**config.mk**
```make
export PLATFORM = sky130hd
export DESIGN_NAME = cfg_ctrl
export DESIGN_NICKNAME = d
export VERILOG_FILES = /design/src/pkg/cfg_ctrl_pkg.sv /design/src/verilog/cfg_ctrl.sv /design/src/verilog/sync2.sv
export VERILOG_INCLUDE_DIRS = /design/src /design/src/pkg
export SDC_FILE = /design/constraint.sdc
export NUM_CORES = 1
export LEC_CHECK = 0
export BUFFER_PORTS_ARGS = -buffer_cell sky130_fd_sc_hd__buf_2
export CORE_MARGIN = 2
export CORE_UTILIZATION = 65
export CTS_BUF_LIST = sky130_fd_sc_hd__clkbuf_2 sky130_fd_sc_hd__clkbuf_4 sky130_fd_sc_hd__clkbuf_8
export DETAILED_ROUTE_END_ITERATION = 8
export PLACE_DENSITY = 0.87
export SYNTH_ARGS = -nofsm -noshare
export SYNTH_HDL_FRONTEND = slang
export SYNTH_SLANG_ARGS = --single-unit
```
**constraint.sdc**
```tcl
create_clock -name CLK_SYS -period 3.8 [get_ports CLK_SYS]
set_input_delay 0.57 -clock CLK_SYS [delete_from_list [all_inputs] [get_ports CLK_SYS]]
set_output_delay 0.57 -clock CLK_SYS [all_outputs]
set_load 0.05 [all_outputs]
```
**src/pkg/cfg_ctrl_consts.svh**
```systemverilog
// offsets, fields, reset values and timing counts of the configuration control block
`ifndef CFG_CTRL_CONSTS_SVH
`define CFG_CTRL_CONSTS_SVH
`define OFF_UPGRADE_CURRENT_STATE 12'h000
`define OFF_PREV_STATE_1 12'h004
`define OFF_PREV_STATE_2 12'h008
`define OFF_CTRL 12'h00C
`define OFF_IRQ_STATUS 12'h010
`define OFF_IRQ_ENABLE 12'h014
`define OFF_IRQ_CLEAR 12'h018
`define OFF_SCHEME 12'h01C
`define FLD_STATE_HI 31
`define FLD_STATE_LO 30
`define FLD_WD_EN 29
`define CTRL_LOAD_DONE 0
`define CTRL_CFG_ERROR 1
`define CTRL_APP_LAYOUT2 2
`define CTRL_WD_KICK 3
`define IRQ_RESTART 0
`define IRQ_WD_EXPIRE 1
`define IRQ_CFG_ERROR 2
`define IRQ_EXT_STATUS 3
`define IRQ_USER_MODE 4
`define IRQ_BITS 5
`define POR_TIME_NS 1000
`define CLK_PERIOD_NS 4
`define POR_CYCLES ((`POR_TIME_NS + `CLK_PERIOD_NS - 1) / `CLK_PERIOD_NS)
`define INIT_CYCLES 16
`define WD_DEFAULT 29'h0000_1000
`define BOOT_DEFAULT 24'h00_0000
`endif

```
**src/pkg/cfg_ctrl_pkg.sv**
```systemverilog
// types of the configuration control block
package cfg_ctrl_pkg;
    typedef enum logic [2:0] {
        ST_POR = 3'b000,
        ST_RESET = 3'b001,
        ST_CONFIG = 3'b011,
        ST_INIT = 3'b010,
        ST_USER = 3'b110,
        ST_ERROR = 3'b111
    } cfg_state_e;
    typedef enum logic [1:0] {
        UPG_FACTORY = 2'h0,
        UPG_APP = 2'h1
    } upg_code_e;
endpackage : cfg_ctrl_pkg

```
**src/verilog/cfg_ctrl.sv**
```systemverilog
// configuration control and upgrade status block with apb registers
//
// Functional notes
// - scheme taken from static mode-select pins
// - restart low in user mode resets, tristates
// - restart rising edge starts new configuration
// - status line low until power-on time
// - configuration error pulls status line low
// - external status low while configuring: error
// - status line ignored in user mode
// - restart or watchdog expiry forces reconfiguration
// - status word top bits hold state
// - factory layout: zero pad, boot address
// - app layout one: watchdog enable, timeout
// - app layout two: zero pad, address
// - layout follows factory or application image
// - two previous application states kept
`timescale 1ns/1ps
`include "cfg_ctrl_consts.svh"
module cfg_ctrl (
    input wire logic CLK_SYS,
    input wire logic NRST,
    input wire logic [2:0] SCHEME_SELECT_PINS,
    input wire logic CONFIG_RESTART_N,
    input wire logic STATUS_IN,
    output logic STATUS_OUT,
    output logic STATUS_OE,
    output logic USER_IO_OE,
    output logic CONFIG_DONE,
    output logic [2:0] SCHEME,
    output logic IRQ,
    input wire logic PSEL,
    input wire logic PENABLE,
    input wire logic PWRITE,
    input wire logic [11:0] PADDR,
    input wire logic [31:0] PWDATA,
    output logic [31:0] PRDATA,
    output logic PREADY,
    output logic PSLVERR
);
    localparam logic [15:0] POR_CNT = 16'(`POR_CYCLES);
    localparam logic [15:0] INIT_CNT = 16'(`INIT_CYCLES);

    // ==========================================================
    // pin synchronisers
    logic restart_n_s;
    logic status_in_s;
    logic [2:0] scheme_s;
    sync2 u_sync_restart (.clk(CLK_SYS), .rst_n(NRST),
        .d(CONFIG_RESTART_N), .q(restart_n_s));
    sync2 u_sync_status (.clk(CLK_SYS), .rst_n(NRST),
        .d(STATUS_IN), .q(status_in_s));
    genvar gi;
    generate
        for (gi = 0; gi < 3; gi++) begin : g_scheme_select_pins
            sync2 u_sync_scheme_select_pins (.clk(CLK_SYS), .rst_n(NRST),
                .d(SCHEME_SELECT_PINS[gi]), .q(scheme_s[gi]));
        end
    endgenerate

    logic restart_prev_r;
    always_ff @(posedge CLK_SYS or negedge NRST) begin
        if (!NRST) begin
            restart_prev_r <= 1'b1;
        end else begin
            restart_prev_r <= restart_n_s;
        end
    end
    logic restart_rise;
    logic restart_fall;
    assign restart_rise = restart_n_s && !restart_prev_r;
    assign restart_fall = !restart_n_s && restart_prev_r;

    // ==========================================================
    // apb decode
    function automatic logic hit(input logic [11:0] a, input logic [11:0] off);
        hit = (a == off);
    endfunction : hit
    logic wr_en;
    logic rd_en;
    assign wr_en = PSEL && PENABLE && PWRITE;
    assign rd_en = PSEL && PENABLE && !PWRITE;

    // ==========================================================
    // software control
    logic load_done_r;
    logic cfg_err_req_r;
    logic app_layout2_r;
    logic wd_kick_r;
    logic wd_en_r;
    logic [28:0] wd_timeout_r;
    logic [23:0] boot_addr_r;
    logic [`IRQ_BITS-1:0] irq_en_r;
    always_ff @(posedge CLK_SYS or negedge NRST) begin
        if (!NRST) begin
            load_done_r <= 1'b0;
            cfg_err_req_r <= 1'b0;
            wd_kick_r <= 1'b0;
            app_layout2_r <= 1'b0;
            irq_en_r <= '0;
        end else begin
            load_done_r <= 1'b0;
            cfg_err_req_r <= 1'b0;
            wd_kick_r <= 1'b0;
            if (wr_en && hit(PADDR, `OFF_CTRL)) begin
                load_done_r <= PWDATA[`CTRL_LOAD_DONE];
                cfg_err_req_r <= PWDATA[`CTRL_CFG_ERROR];
                app_layout2_r <= PWDATA[`CTRL_APP_LAYOUT2];
                wd_kick_r <= PWDATA[`CTRL_WD_KICK];
            end else if (wr_en && hit(PADDR, `OFF_IRQ_ENABLE)) begin
                irq_en_r <= PWDATA[`IRQ_BITS-1:0];
            end
        end
    end

    // ==========================================================
    // configuration state machine
    cfg_ctrl_pkg::cfg_state_e state_r;
    cfg_ctrl_pkg::upg_code_e upg_r;
    logic [15:0] cnt_r;
    logic [28:0] wd_cnt_r;
    logic wd_expire;
    logic ext_err;
    logic oe_d1_r; // own drive still in flight through the synchroniser
    logic oe_d2_r;
    assign wd_expire = (state_r == cfg_ctrl_pkg::ST_USER) && wd_en_r && (wd_cnt_r == 29'h0);
    assign ext_err = !status_in_s && !STATUS_OE && !oe_d1_r && !oe_d2_r &&
        (state_r == cfg_ctrl_pkg::ST_CONFIG || state_r == cfg_ctrl_pkg::ST_INIT);

    always_ff @(posedge CLK_SYS or negedge NRST) begin
        if (!NRST) begin
            state_r <= cfg_ctrl_pkg::ST_POR;
            cnt_r <= '0;
        end else begin
            case (state_r)
                cfg_ctrl_pkg::ST_POR: begin
                    if (cnt_r >= POR_CNT - 16'h1) begin
                        state_r <= restart_n_s ? cfg_ctrl_pkg::ST_CONFIG
                            : cfg_ctrl_pkg::ST_RESET;
                        cnt_r <= '0;
                    end else begin
                        cnt_r <= cnt_r + 16'h1;
                    end
                end
                cfg_ctrl_pkg::ST_RESET: begin
                    if (restart_rise) begin
                        state_r <= cfg_ctrl_pkg::ST_CONFIG;
                    end
                end
                cfg_ctrl_pkg::ST_CONFIG: begin
                    if (restart_fall) begin
                        state_r <= cfg_ctrl_pkg::ST_RESET;
                    end else if (cfg_err_req_r || ext_err) begin
                        state_r <= cfg_ctrl_pkg::ST_ERROR;
                    end else if (load_done_r) begin
                        state_r <= cfg_ctrl_pkg::ST_INIT;
                        cnt_r <= '0;
                    end
                end
                cfg_ctrl_pkg::ST_INIT: begin
                    if (restart_fall) begin
                        state_r <= cfg_ctrl_pkg::ST_RESET;
                    end else if (ext_err) begin
                        state_r <= cfg_ctrl_pkg::ST_ERROR;
                    end else if (cnt_r >= INIT_CNT - 16'h1) begin
                        state_r <= cfg_ctrl_pkg::ST_USER;
                    end else begin
                        cnt_r <= cnt_r + 16'h1;
                    end
                end
                cfg_ctrl_pkg::ST_USER: begin
                    // status line not looked at here
                    if (restart_fall) begin
                        state_r <= cfg_ctrl_pkg::ST_RESET;
                    end else if (wd_expire) begin
                        state_r <= cfg_ctrl_pkg::ST_CONFIG;
                    end
                end
                cfg_ctrl_pkg::ST_ERROR: begin
                    if (restart_fall) begin
                        state_r <= cfg_ctrl_pkg::ST_RESET;
                    end
                end
                default: state_r <= cfg_ctrl_pkg::ST_POR;
            endcase
        end
    end

    // ==========================================================
    // watchdog
    always_ff @(posedge CLK_SYS or negedge NRST) begin
        if (!NRST) begin
            wd_cnt_r <= `WD_DEFAULT;
        end else if (state_r != cfg_ctrl_pkg::ST_USER || wd_kick_r || wd_expire) begin
            wd_cnt_r <= wd_timeout_r;
        end else if (wd_en_r) begin
            wd_cnt_r <= wd_cnt_r - 29'h1;
        end
    end

    // ==========================================================
    // upgrade state, captured image info and history
    logic entering_config;
    assign entering_config = state_r != cfg_ctrl_pkg::ST_CONFIG &&
        ((state_r == cfg_ctrl_pkg::ST_USER && wd_expire) ||
         (state_r == cfg_ctrl_pkg::ST_RESET && restart_rise));
    logic [31:0] status_word;
    logic [31:0] prev1_r;
    logic [31:0] prev2_r;
    always_ff @(posedge CLK_SYS or negedge NRST) begin
        if (!NRST) begin
            upg_r <= cfg_ctrl_pkg::UPG_FACTORY;
            prev1_r <= '0;
            prev2_r <= '0;
            boot_addr_r <= `BOOT_DEFAULT;
            wd_en_r <= 1'b0;
            wd_timeout_r <= `WD_DEFAULT;
        end else if (state_r == cfg_ctrl_pkg::ST_CONFIG && wr_en && hit(PADDR, `OFF_SCHEME)) begin
            // image parameters only loadable while configuring
            boot_addr_r <= PWDATA[23:0];
            wd_en_r <= PWDATA[`FLD_WD_EN];
            wd_timeout_r <= PWDATA[28:0];
            upg_r <= PWDATA[31] ? cfg_ctrl_pkg::UPG_APP : cfg_ctrl_pkg::UPG_FACTORY;
        end else if (entering_config && upg_r == cfg_ctrl_pkg::UPG_APP) begin
            prev2_r <= prev1_r;
            prev1_r <= status_word;
        end
    end

    always_comb begin
        status_word = '0;
        status_word[`FLD_STATE_HI:`FLD_STATE_LO] = upg_r;
        if (upg_r == cfg_ctrl_pkg::UPG_FACTORY) begin
            status_word[23:0] = boot_addr_r;
        end else if (!app_layout2_r) begin
            status_word[`FLD_WD_EN] = wd_en_r;
            status_word[28:0] = wd_timeout_r;
        end else begin
            status_word[23:0] = boot_addr_r;
        end
    end

    // ==========================================================
    // interrupts
    logic [`IRQ_BITS-1:0] irq_st_r;
    logic [`IRQ_BITS-1:0] irq_evt;
    logic [`IRQ_BITS-1:0] irq_clr;
    assign irq_evt[`IRQ_RESTART] = restart_rise;
    assign irq_evt[`IRQ_WD_EXPIRE] = wd_expire;
    assign irq_evt[`IRQ_CFG_ERROR] = state_r == cfg_ctrl_pkg::ST_CONFIG && cfg_err_req_r;
    assign irq_evt[`IRQ_EXT_STATUS] = ext_err;
    assign irq_evt[`IRQ_USER_MODE] = state_r == cfg_ctrl_pkg::ST_INIT && cnt_r >= INIT_CNT - 16'h1;
    assign irq_clr = (wr_en && hit(PADDR, `OFF_IRQ_CLEAR)) ? PWDATA[`IRQ_BITS-1:0] : '0;
    always_ff @(posedge CLK_SYS or negedge NRST) begin
        if (!NRST) begin
            irq_st_r <= '0;
        end else begin
            irq_st_r <= (irq_st_r & ~irq_clr) | irq_evt;
        end
    end
    always_ff @(posedge CLK_SYS or negedge NRST) begin
        if (!NRST) begin
            IRQ <= 1'b0;
        end else begin
            IRQ <= |(((irq_st_r & ~irq_clr) | irq_evt) & irq_en_r);
        end
    end

    // ==========================================================
    // pin outputs
    always_ff @(posedge CLK_SYS or negedge NRST) begin
        if (!NRST) begin
            STATUS_OUT <= 1'b0;
            STATUS_OE <= 1'b1;
            USER_IO_OE <= 1'b0;
            CONFIG_DONE <= 1'b0;
            SCHEME <= 3'h0;
            oe_d1_r <= 1'b1;
            oe_d2_r <= 1'b1;
        end else begin
            STATUS_OUT <= 1'b0;
            oe_d1_r <= STATUS_OE;
            oe_d2_r <= oe_d1_r;
            STATUS_OE <= (state_r == cfg_ctrl_pkg::ST_POR && cnt_r < POR_CNT - 16'h1) ||
                state_r == cfg_ctrl_pkg::ST_ERROR ||
                (state_r == cfg_ctrl_pkg::ST_CONFIG && cfg_err_req_r);
            USER_IO_OE <= state_r == cfg_ctrl_pkg::ST_USER && restart_n_s;
            CONFIG_DONE <= state_r == cfg_ctrl_pkg::ST_USER;
            if (state_r == cfg_ctrl_pkg::ST_POR || state_r == cfg_ctrl_pkg::ST_RESET) begin
                SCHEME <= scheme_s;
            end
        end
    end

    // ==========================================================
    // apb read
    always_ff @(posedge CLK_SYS or negedge NRST) begin
        if (!NRST) begin
            PRDATA <= '0;
            PREADY <= 1'b0;
            PSLVERR <= 1'b0;
        end else begin
            PREADY <= PSEL && !PENABLE;
            PSLVERR <= 1'b0;
            PRDATA <= '0;
            if (PSEL && !PENABLE) begin
                if (hit(PADDR, `OFF_UPGRADE_CURRENT_STATE)) begin
                    PRDATA <= status_word;
                end else if (hit(PADDR, `OFF_PREV_STATE_1)) begin
                    PRDATA <= prev1_r;
                end else if (hit(PADDR, `OFF_PREV_STATE_2)) begin
                    PRDATA <= prev2_r;
                end else if (hit(PADDR, `OFF_CTRL)) begin
                    PRDATA <= {29'h0, app_layout2_r, 2'h0};
                end else if (hit(PADDR, `OFF_IRQ_STATUS)) begin
                    PRDATA <= {27'h0, irq_st_r};
                end else if (hit(PADDR, `OFF_IRQ_ENABLE)) begin
                    PRDATA <= {27'h0, irq_en_r};
                end else if (hit(PADDR, `OFF_SCHEME)) begin
                    PRDATA <= {26'h0, state_r, SCHEME};
                end else if (!hit(PADDR, `OFF_IRQ_CLEAR)) begin
                    PSLVERR <= 1'b1;
                end
            end
        end
    end

    // ==========================================================
    // checks
    logic unused_rd;
    assign unused_rd = rd_en;
    por_release_a: assert property (@(posedge CLK_SYS) disable iff (!NRST)
        $rose(state_r != cfg_ctrl_pkg::ST_POR) |-> ##1 !STATUS_OE)
        else $error("status line not released after power-on time");
    user_oe_a: assert property (@(posedge CLK_SYS) disable iff (!NRST)
        (state_r == cfg_ctrl_pkg::ST_RESET) |=> !USER_IO_OE)
        else $error("user io driven during reset");
    restart_cfg_a: assert property (@(posedge CLK_SYS) disable iff (!NRST)
        (state_r == cfg_ctrl_pkg::ST_RESET && restart_rise) |=> state_r == cfg_ctrl_pkg::ST_CONFIG)
        else $error("restart release did not start configuration");
    ext_err_a: assert property (@(posedge CLK_SYS) disable iff (!NRST)
        ext_err && !restart_fall |=> state_r == cfg_ctrl_pkg::ST_ERROR)
        else $error("external status low did not cause error");
    err_drive_a: assert property (@(posedge CLK_SYS) disable iff (!NRST)
        state_r == cfg_ctrl_pkg::ST_ERROR |=> STATUS_OE && !STATUS_OUT)
        else $error("error not reported on status line");
    user_ignore_a: assert property (@(posedge CLK_SYS) disable iff (!NRST)
        state_r == cfg_ctrl_pkg::ST_USER && restart_n_s && !wd_expire |=>
        state_r == cfg_ctrl_pkg::ST_USER)
        else $error("user mode left without cause");
    wd_reload_a: assert property (@(posedge CLK_SYS) disable iff (!NRST)
        wd_expire && !restart_fall |=> state_r == cfg_ctrl_pkg::ST_CONFIG)
        else $error("watchdog expiry did not reconfigure");
    state_bits_a: assert property (@(posedge CLK_SYS) disable iff (!NRST)
        status_word[31:30] == upg_r)
        else $error("state code missing from status word");
    pad_zero_a: assert property (@(posedge CLK_SYS) disable iff (!NRST)
        (upg_r == cfg_ctrl_pkg::UPG_FACTORY || app_layout2_r) |-> status_word[29:24] == 6'h00)
        else $error("padding bits not zero");
    hist_hold_a: assert property (@(posedge CLK_SYS) disable iff (!NRST)
        !entering_config |=> $stable(prev1_r) && $stable(prev2_r))
        else $error("previous state changed between reconfigurations");
endmodule : cfg_ctrl

```
**src/verilog/sync2.sv**
```systemverilog
// two-flop synchroniser for a level
`timescale 1ns/1ps
module sync2 (
    input wire logic clk,
    input wire logic rst_n,
    input wire logic d,
    output logic q
);
    logic meta_r;
    always_ff @(posedge clk or negedge rst_n) begin
        if (!rst_n) begin
            meta_r <= 1'b1;
            q <= 1'b1;
        end else begin
            meta_r <= d;
            q <= meta_r;
        end
    end
endmodule : sync2

```
==> After elaboration in Yosys (flattened, before gate mapping) <==
Index checks and enable logic that the tools add are counted.
{ "totals": {"register_bits": 236, "out_inout_bits": 42, "word_cells": 173} }
{ "classes": {"addsub": 2, "n_lt_le_gt_ge": 3, "n_eq_ne": 27, "mux": 49, "n_bitwise": 6, "reduce_logical": 50} }
{ "ops": {"columns": ["cell", "n"], "rows": [
  ["$mux W32", 4],
  ["$mux W16", 7],
  ["$mux W29", 2],
  ["$eq A12 B5 Y1 const B", 4],
  ["$mux W24", 2],
  ["$pmux W16 S3", 1],
  ["$mux W6", 6],
  ["$mux W3", 11],
  ["$logic_not A29 Y1", 1],
  ["$sub A29 B1 Y29 const B", 1],
  ["$eq A12 B4 Y1 const B", 2],
  ["$logic_and A1 B1 Y1", 24],
  ["$ne A2 B2 Y1 const B", 9],
  ["$pmux W3 S6", 1],
  ["$add A16 B1 Y16 const B", 1],
  ["$ge A16 B4 Y1 const B", 1],
  ["$ge A16 B8 Y1 const B", 1],
  ["$lt A16 B8 Y1 const B", 1],
  ["$mux W1", 13],
  ["$eq A12 B3 Y1 const B", 1],
  ["$logic_not A12 Y1", 1],
  ["$and A5 B5 Y5", 2],
  ["$logic_or A1 B1 Y1", 8],
  ["$logic_not A1 Y1", 7],
  ["other kinds (21)", 26]
]} }

==> Longest topological paths before layout <==
{ "depth": {"ltp_word": 10, "depth_mapped": 9} }

==> By module <==
From an unflattened synthesis, not the netlist that was laid out.
{ "unflattened": {"cells_unflattened": 859, "hier_area_um2": 9601.7} }
{ "modules_own_cells": {"columns": ["module", "instances", "cells_per_inst", "area_each_um2", "seq_area_each_um2"], "rows": [
  ["cfg_ctrl", 1, 849, 9339.0, 4987.3],
  ["sync2", 5, 2, 52.6, 52.6]
]} }

==> Worst setup path after synthesis <==
OpenSTA, ideal clock, no wires.
{ "synth_timing": {"path_type": "input to register", "start": "in PADDR[10]", "end": "reg wd_timeout_r[10]", "setup_time_ns": 0.125, "arrival_time_ns": 2.398, "required_ns": 3.675, "path_slack_ns": 1.277, "cell_stages": 6, "path_buffers": 1, "path_cell_list": "or4_1 > nor4_4 > nand3_2 > nor3_4 > buf_4 > mux2_2"} }
{ "synth_via": {"elab_chain_len": 2} }
{ "synth_rtl": {"columns": ["element", "line", "text"], "rows": [
  ["from (decl)", "cfg_ctrl.sv:35", "input wire logic [11:0] PADDR,"],
  ["$eq A12 B5 Y1", "cfg_ctrl.sv:77", "hit = (a == off);"],
  ["$logic_and A1 B1 Y1", "cfg_ctrl.sv:218", "end else if (state_r == cfg_ctrl_pkg::ST_CONFIG && wr_en && hit(PADDR, `OFF_SCHEME)) begin"],
  ["to (signal assigned)", "cfg_ctrl.sv:217", "wd_timeout_r <= `WD_DEFAULT;"],
  ["to (signal assigned)", "cfg_ctrl.sv:222", "wd_timeout_r <= PWDATA[28:0];"],
  ["to (decl)", "cfg_ctrl.sv:91", "logic [28:0] wd_timeout_r;"]
]} }
No other way between the ends.
A chain may end at the register's enable or synchronous reset.

==> Final worst setup path <==
{ "layout_timing": {"start": "reg state_r[0]", "end": "reg prev1_r[20]"} }
{ "layout_via": {"elab_chain_len": 8, "word_cells_on_any_way": 15, "classes_between": "eq/ne (4); bitwise (1); reduce/logical (10)"} }
{ "layout_rtl": {"columns": ["element", "line", "text"], "rows": [
  ["from (decl)", "cfg_ctrl.sv:118", "cfg_ctrl_pkg::cfg_state_e state_r;"],
  ["from (signal assigned)", "cfg_ctrl.sv:132", "state_r <= cfg_ctrl_pkg::ST_POR;"],
  ["from (signal assigned)", "cfg_ctrl.sv:138", "state_r <= restart_n_s ? cfg_ctrl_pkg::ST_CONFIG"],
  ["from (signal assigned)", "cfg_ctrl.sv:147", "state_r <= cfg_ctrl_pkg::ST_CONFIG;"],
  ["$eq A3 B3 Y1", "cfg_ctrl.sv:126, cfg_ctrl.sv:205", null],
  ["$logic_and A1 B1 Y1 (2 in series)", "cfg_ctrl.sv:126", "assign wd_expire = (state_r == cfg_ctrl_pkg::ST_USER) && wd_en_r && (wd_cnt_r == 29'h0);"],
  ["$logic_and A1 B1 Y1", "cfg_ctrl.sv:205", "((state_r == cfg_ctrl_pkg::ST_USER && wd_expire) ||"],
  ["$logic_or A1 B1 Y1", "cfg_ctrl.sv:205", null],
  ["$logic_and A1 B1 Y1", "cfg_ctrl.sv:204", "assign entering_config = state_r != cfg_ctrl_pkg::ST_CONFIG &&"],
  ["$logic_and A1 B1 Y1", "cfg_ctrl.sv:224", "end else if (entering_config && upg_r == cfg_ctrl_pkg::UPG_APP) begin"],
  ["$reduce_and A2 Y1 (no line) *", null, null],
  ["to (signal assigned)", "cfg_ctrl.sv:226", "prev1_r <= status_word;"],
  ["to (decl)", "cfg_ctrl.sv:208", "logic [31:0] prev1_r;"]
]} }
Every way passes the cells marked *; elsewhere a longest branch is shown, timed or not.

==> impl_metrics.tcl <==
set metrics [dict create \
    fin_cells 1102 \
    port-buffer-count 92 \
    drc_errors 0 \
    grt_max_degree 85 \
    total_power_uw 4370 \
    combPwrFrac 0.035 \
    powerDensity_mw_per_mm2 406 \
    antenna_found_initial 0 \
    dp_hpwl_um 13000 \
    final_cell_mix "dfrtp_1 (193), mux2_2 (109), buf_2 (91)" \
    clkPwrFrac 0.451 \
    cts_tree "done" \
    worst_ep_arrival_time_ps 3070 \
    timing.final.crit_period_ps 2680 \
    dp.cells 1044 \
    worst_pin_slew_ps 810 \
    required_ps 4190 \
    p_sw_frac 0.223 \
    dr_total_vias 6537 \
    p_sw_uw 974 \
    layout_commonest_cell "dfrtp_1" \
    cts_root_buf "clkbuf_8" \
    gr-total-overflow 0 \
    drt_iter0_drc 403 \
    cts_buffer_depth 3 \
    synth-seq-cells 209 \
    syn_to_final_growth_pct 13.8 \
    fmaxAchievable_ghz 0.373 \
    num_rows 44 \
    finClkSkew_ps 30.6 \
    routabilityCongestion 0.869 \
    slew_violations 0 \
    syn-cell-area_mm2 0.00947 \
    wl_per_cell_um 18.2 \
    design_area_mm2 0.0108 \
    peakVddDrop_v 0.000308 \
    layout-drive-gt1-share 0.338 \
    drt-vias-per-instance 5.93 \
    die_area_mm2 0.0155 \
    hold_class "input port to async pin" \
    syn_area_per_cell_um2 11.9 \
    r2r_slack_ps 1120 \
    drv_cap 0 \
    synth_ff_type "dfrtp_1" \
    synth_seq_area_share 0.555 \
    fin_setup_tns_ps 0 \
    core_area_mm2 0.0144 \
    cp-startpoint "state_r[0]$_DFFE_PN0P_" \
    hold_viol_final 0 \
    clock_sinks 209 \
    grt_pass1_vias 6739 \
    dr.pass1.iters 5 \
    p_int_uw 3390 \
    clock_latency_ps 530 \
    nNetsFinal 955 \
    seqPwrFrac 0.514 \
    rsz0062_at_grt "false" \
    cp-endpoint "prev1_r[20]$_DFFE_PN0P_" \
    r2r_end "prev1_r[20]$_DFFE_PN0P_" \
    cts_setup_buffers 0 \
    fin_crit_sh 0.706 \
    track_usage 0.264 \
    cts_buffers 34 \
    fin_util 0.749 \
    grt_pass1_wl_um 33200 \
    startpoint_type "register" \
    yosys_warnings 0 \
    clk_pin_slew_worst_paths_ps 60 \
    slew-limit-headroom 0.460 \
    ys_async_sr_fraction 1.00 \
    synth_edf_count 0 \
    cts.htree.levels 2 \
    wirelength_um 20000 \
    syn_inst 795 \
    ys_types 66 \
    drtAntennaViolNets 0 \
    die_h_um 125 \
    leakagePower_uw 0.00559 \
    endpoint_kind "register" \
    setup_viol 0 \
    diodes 0 \
    status "completed" \
    place_area_mm2 0.0101 \
    die_w_um 125 \
    ioPinCount 96 \
    initial_core_util 0.659 \
    ctsResizeCount 0 \
    reg2reg_depth 6 \
    path_class "register to register" \
    holdBufCountCts 0 \
    reg2reg_from "state_r[0]$_DFFE_PN0P_" \
    crit_fanout 38 \
]
==> per-stage QoR <==
stage	hold slack [ps]	worst slack [ps]
global placement	346	824
floorplan	274	1280
detailed placement	347	792
CTS	96.9	1140
global route	118	1030
finish	97.1	1120
==> worst max-delay path: stages (launching register included) <==
cell and delay [ps]:
dfrtp_1 640, and3b_1 310, and3b_1 210, and4_1 260
o211ai_4 230, buf_4 470, mux2_2 400
==> layout make-up <==
type	count	area, um^2
clock buffer	53	667
clock inverter	5	27.5
fill	896	3600
inverter	26	97.6
multi-input combinational	519	3920
sequential	209	5250
tap	184	230
timing repair buffer	106	574
==> logic make-up (layout without fill, tap and decap cells) <==
kind of cell,Yosys count,count (layout),synth area share
compound gates,103,103,0.0728
xor+xnor,30,30,0.0278
fa+ha+maj,5,5,0.00661
buf+inv,68,190,0.0320
flops,209,209,0.555
mux,156,156,0.181
other cells,1,2,0.000396
simple gates,223,223,0.125
==> power by group through the flow <==
| stage | Sequential [uW] | Combinational, uW | Clock (uW) |
|---|---|---|---|
| final | 2240 | 152 | 1970 |
| after global routing | 2240 | 169 | 2110 |
| after CTS | 2240 | 154 | 2010 |
| after detailed placement | 2280 | 153 | 0 |
| after global placement | 2280 | 150 | 0 |
| after floorplan | 2290 | 49.7 | 0 |
==> layer usage <==
| metal | routed length, um | track usage | part of all wire | vias to the layer above |
|---|---|---|---|---|
| li1 | - | - | - | 3012 |
| met1 | 8380 | 0.341 | 0.42 | 3278 |
| met2 | 10000 | 0.443 | 0.50 | 206 |
| met3 | 1170 | 0.0524 | 0.058 | 41 |
| met4 | 469 | 0.106 | 0.023 | 0 |
| met5 | 0 | 0.00327 | 0 | - |
==> synth_stat cells (all sizes together) (3+ instances only) <==
master / number / area (um^2)
a211oi: 3 / 27.5
a21boi: 3 / 22.5
a21oi: 37 / 185
a22oi: 8 / 60.1
a31oi: 7 / 43.8
a41oi: 3 / 26.3
and2: 9 / 56.3
and3: 8 / 50.1
buf: 19 / 119
clkbuf: 23 / 86.3
dfrtp: 193 / 4830
dfstp: 16 / 420
ha: 5 / 62.6
inv: 26 / 97.6
mux2: 124 / 1400
mux2i: 32 / 320
nand2: 26 / 100
nand2b: 5 / 31.3
nand3: 10 / 55.1
nand4: 7 / 43.8
nor2: 83 / 312
nor2b: 6 / 37.5
nor3: 16 / 96.4
nor3b: 6 / 50.1
nor4: 21 / 153
o211ai: 3 / 36.3
o21ai: 9 / 45.0
o22ai: 7 / 43.8
o2bb2ai: 7 / 61.3
or2: 6 / 37.5
or3: 5 / 31.3
or4: 7 / 52.6
xnor2: 8 / 70.1
xor2: 22 / 193
==> sequential cells by signal, indices dropped and copies added, names as in the netlist, 3 cells and up <==
| register | flops |
|---|---|
| g_scheme_select_pins.u_sync_scheme_select_pins.q | 3 |
| wd_timeout_r | 29 |
| g_scheme_select_pins.u_sync_scheme_select_pins.meta_r | 3 |
| cnt_r | 16 |
| irq_st_r | 5 |
| prev1_r | 31 |
| prev2_r | 31 |
| SCHEME | 3 |
| wd_cnt_r | 29 |
| irq_en_r | 5 |
| PRDATA | 31 |
| state_r | 3 |
==> how the worst min path moves through the flow <==
stage | startpoint | endpoint | slack (ps) | cells after the start
after CTS | NRST | wd_cnt_r[27]$_DFFE_PN0P_ | 100 | 1
final | NRST | wd_timeout_r[22]$_DFFE_PN0P_ | 100 | 1
after global routing | SCHEME_SELECT_PINS[2] | register | 120 | 1
after detailed placement | u_sync_status.meta_r$_DFF_PN1_ | u_sync_status.q$_DFF_PN1_ | 350 | 0
after global placement | register | register | 350 | 0
after floorplan | NRST | CONFIG_DONE$_DFF_PN0_ | 270 | 0
Note: power is estimated with default switching activity, not from simulation.
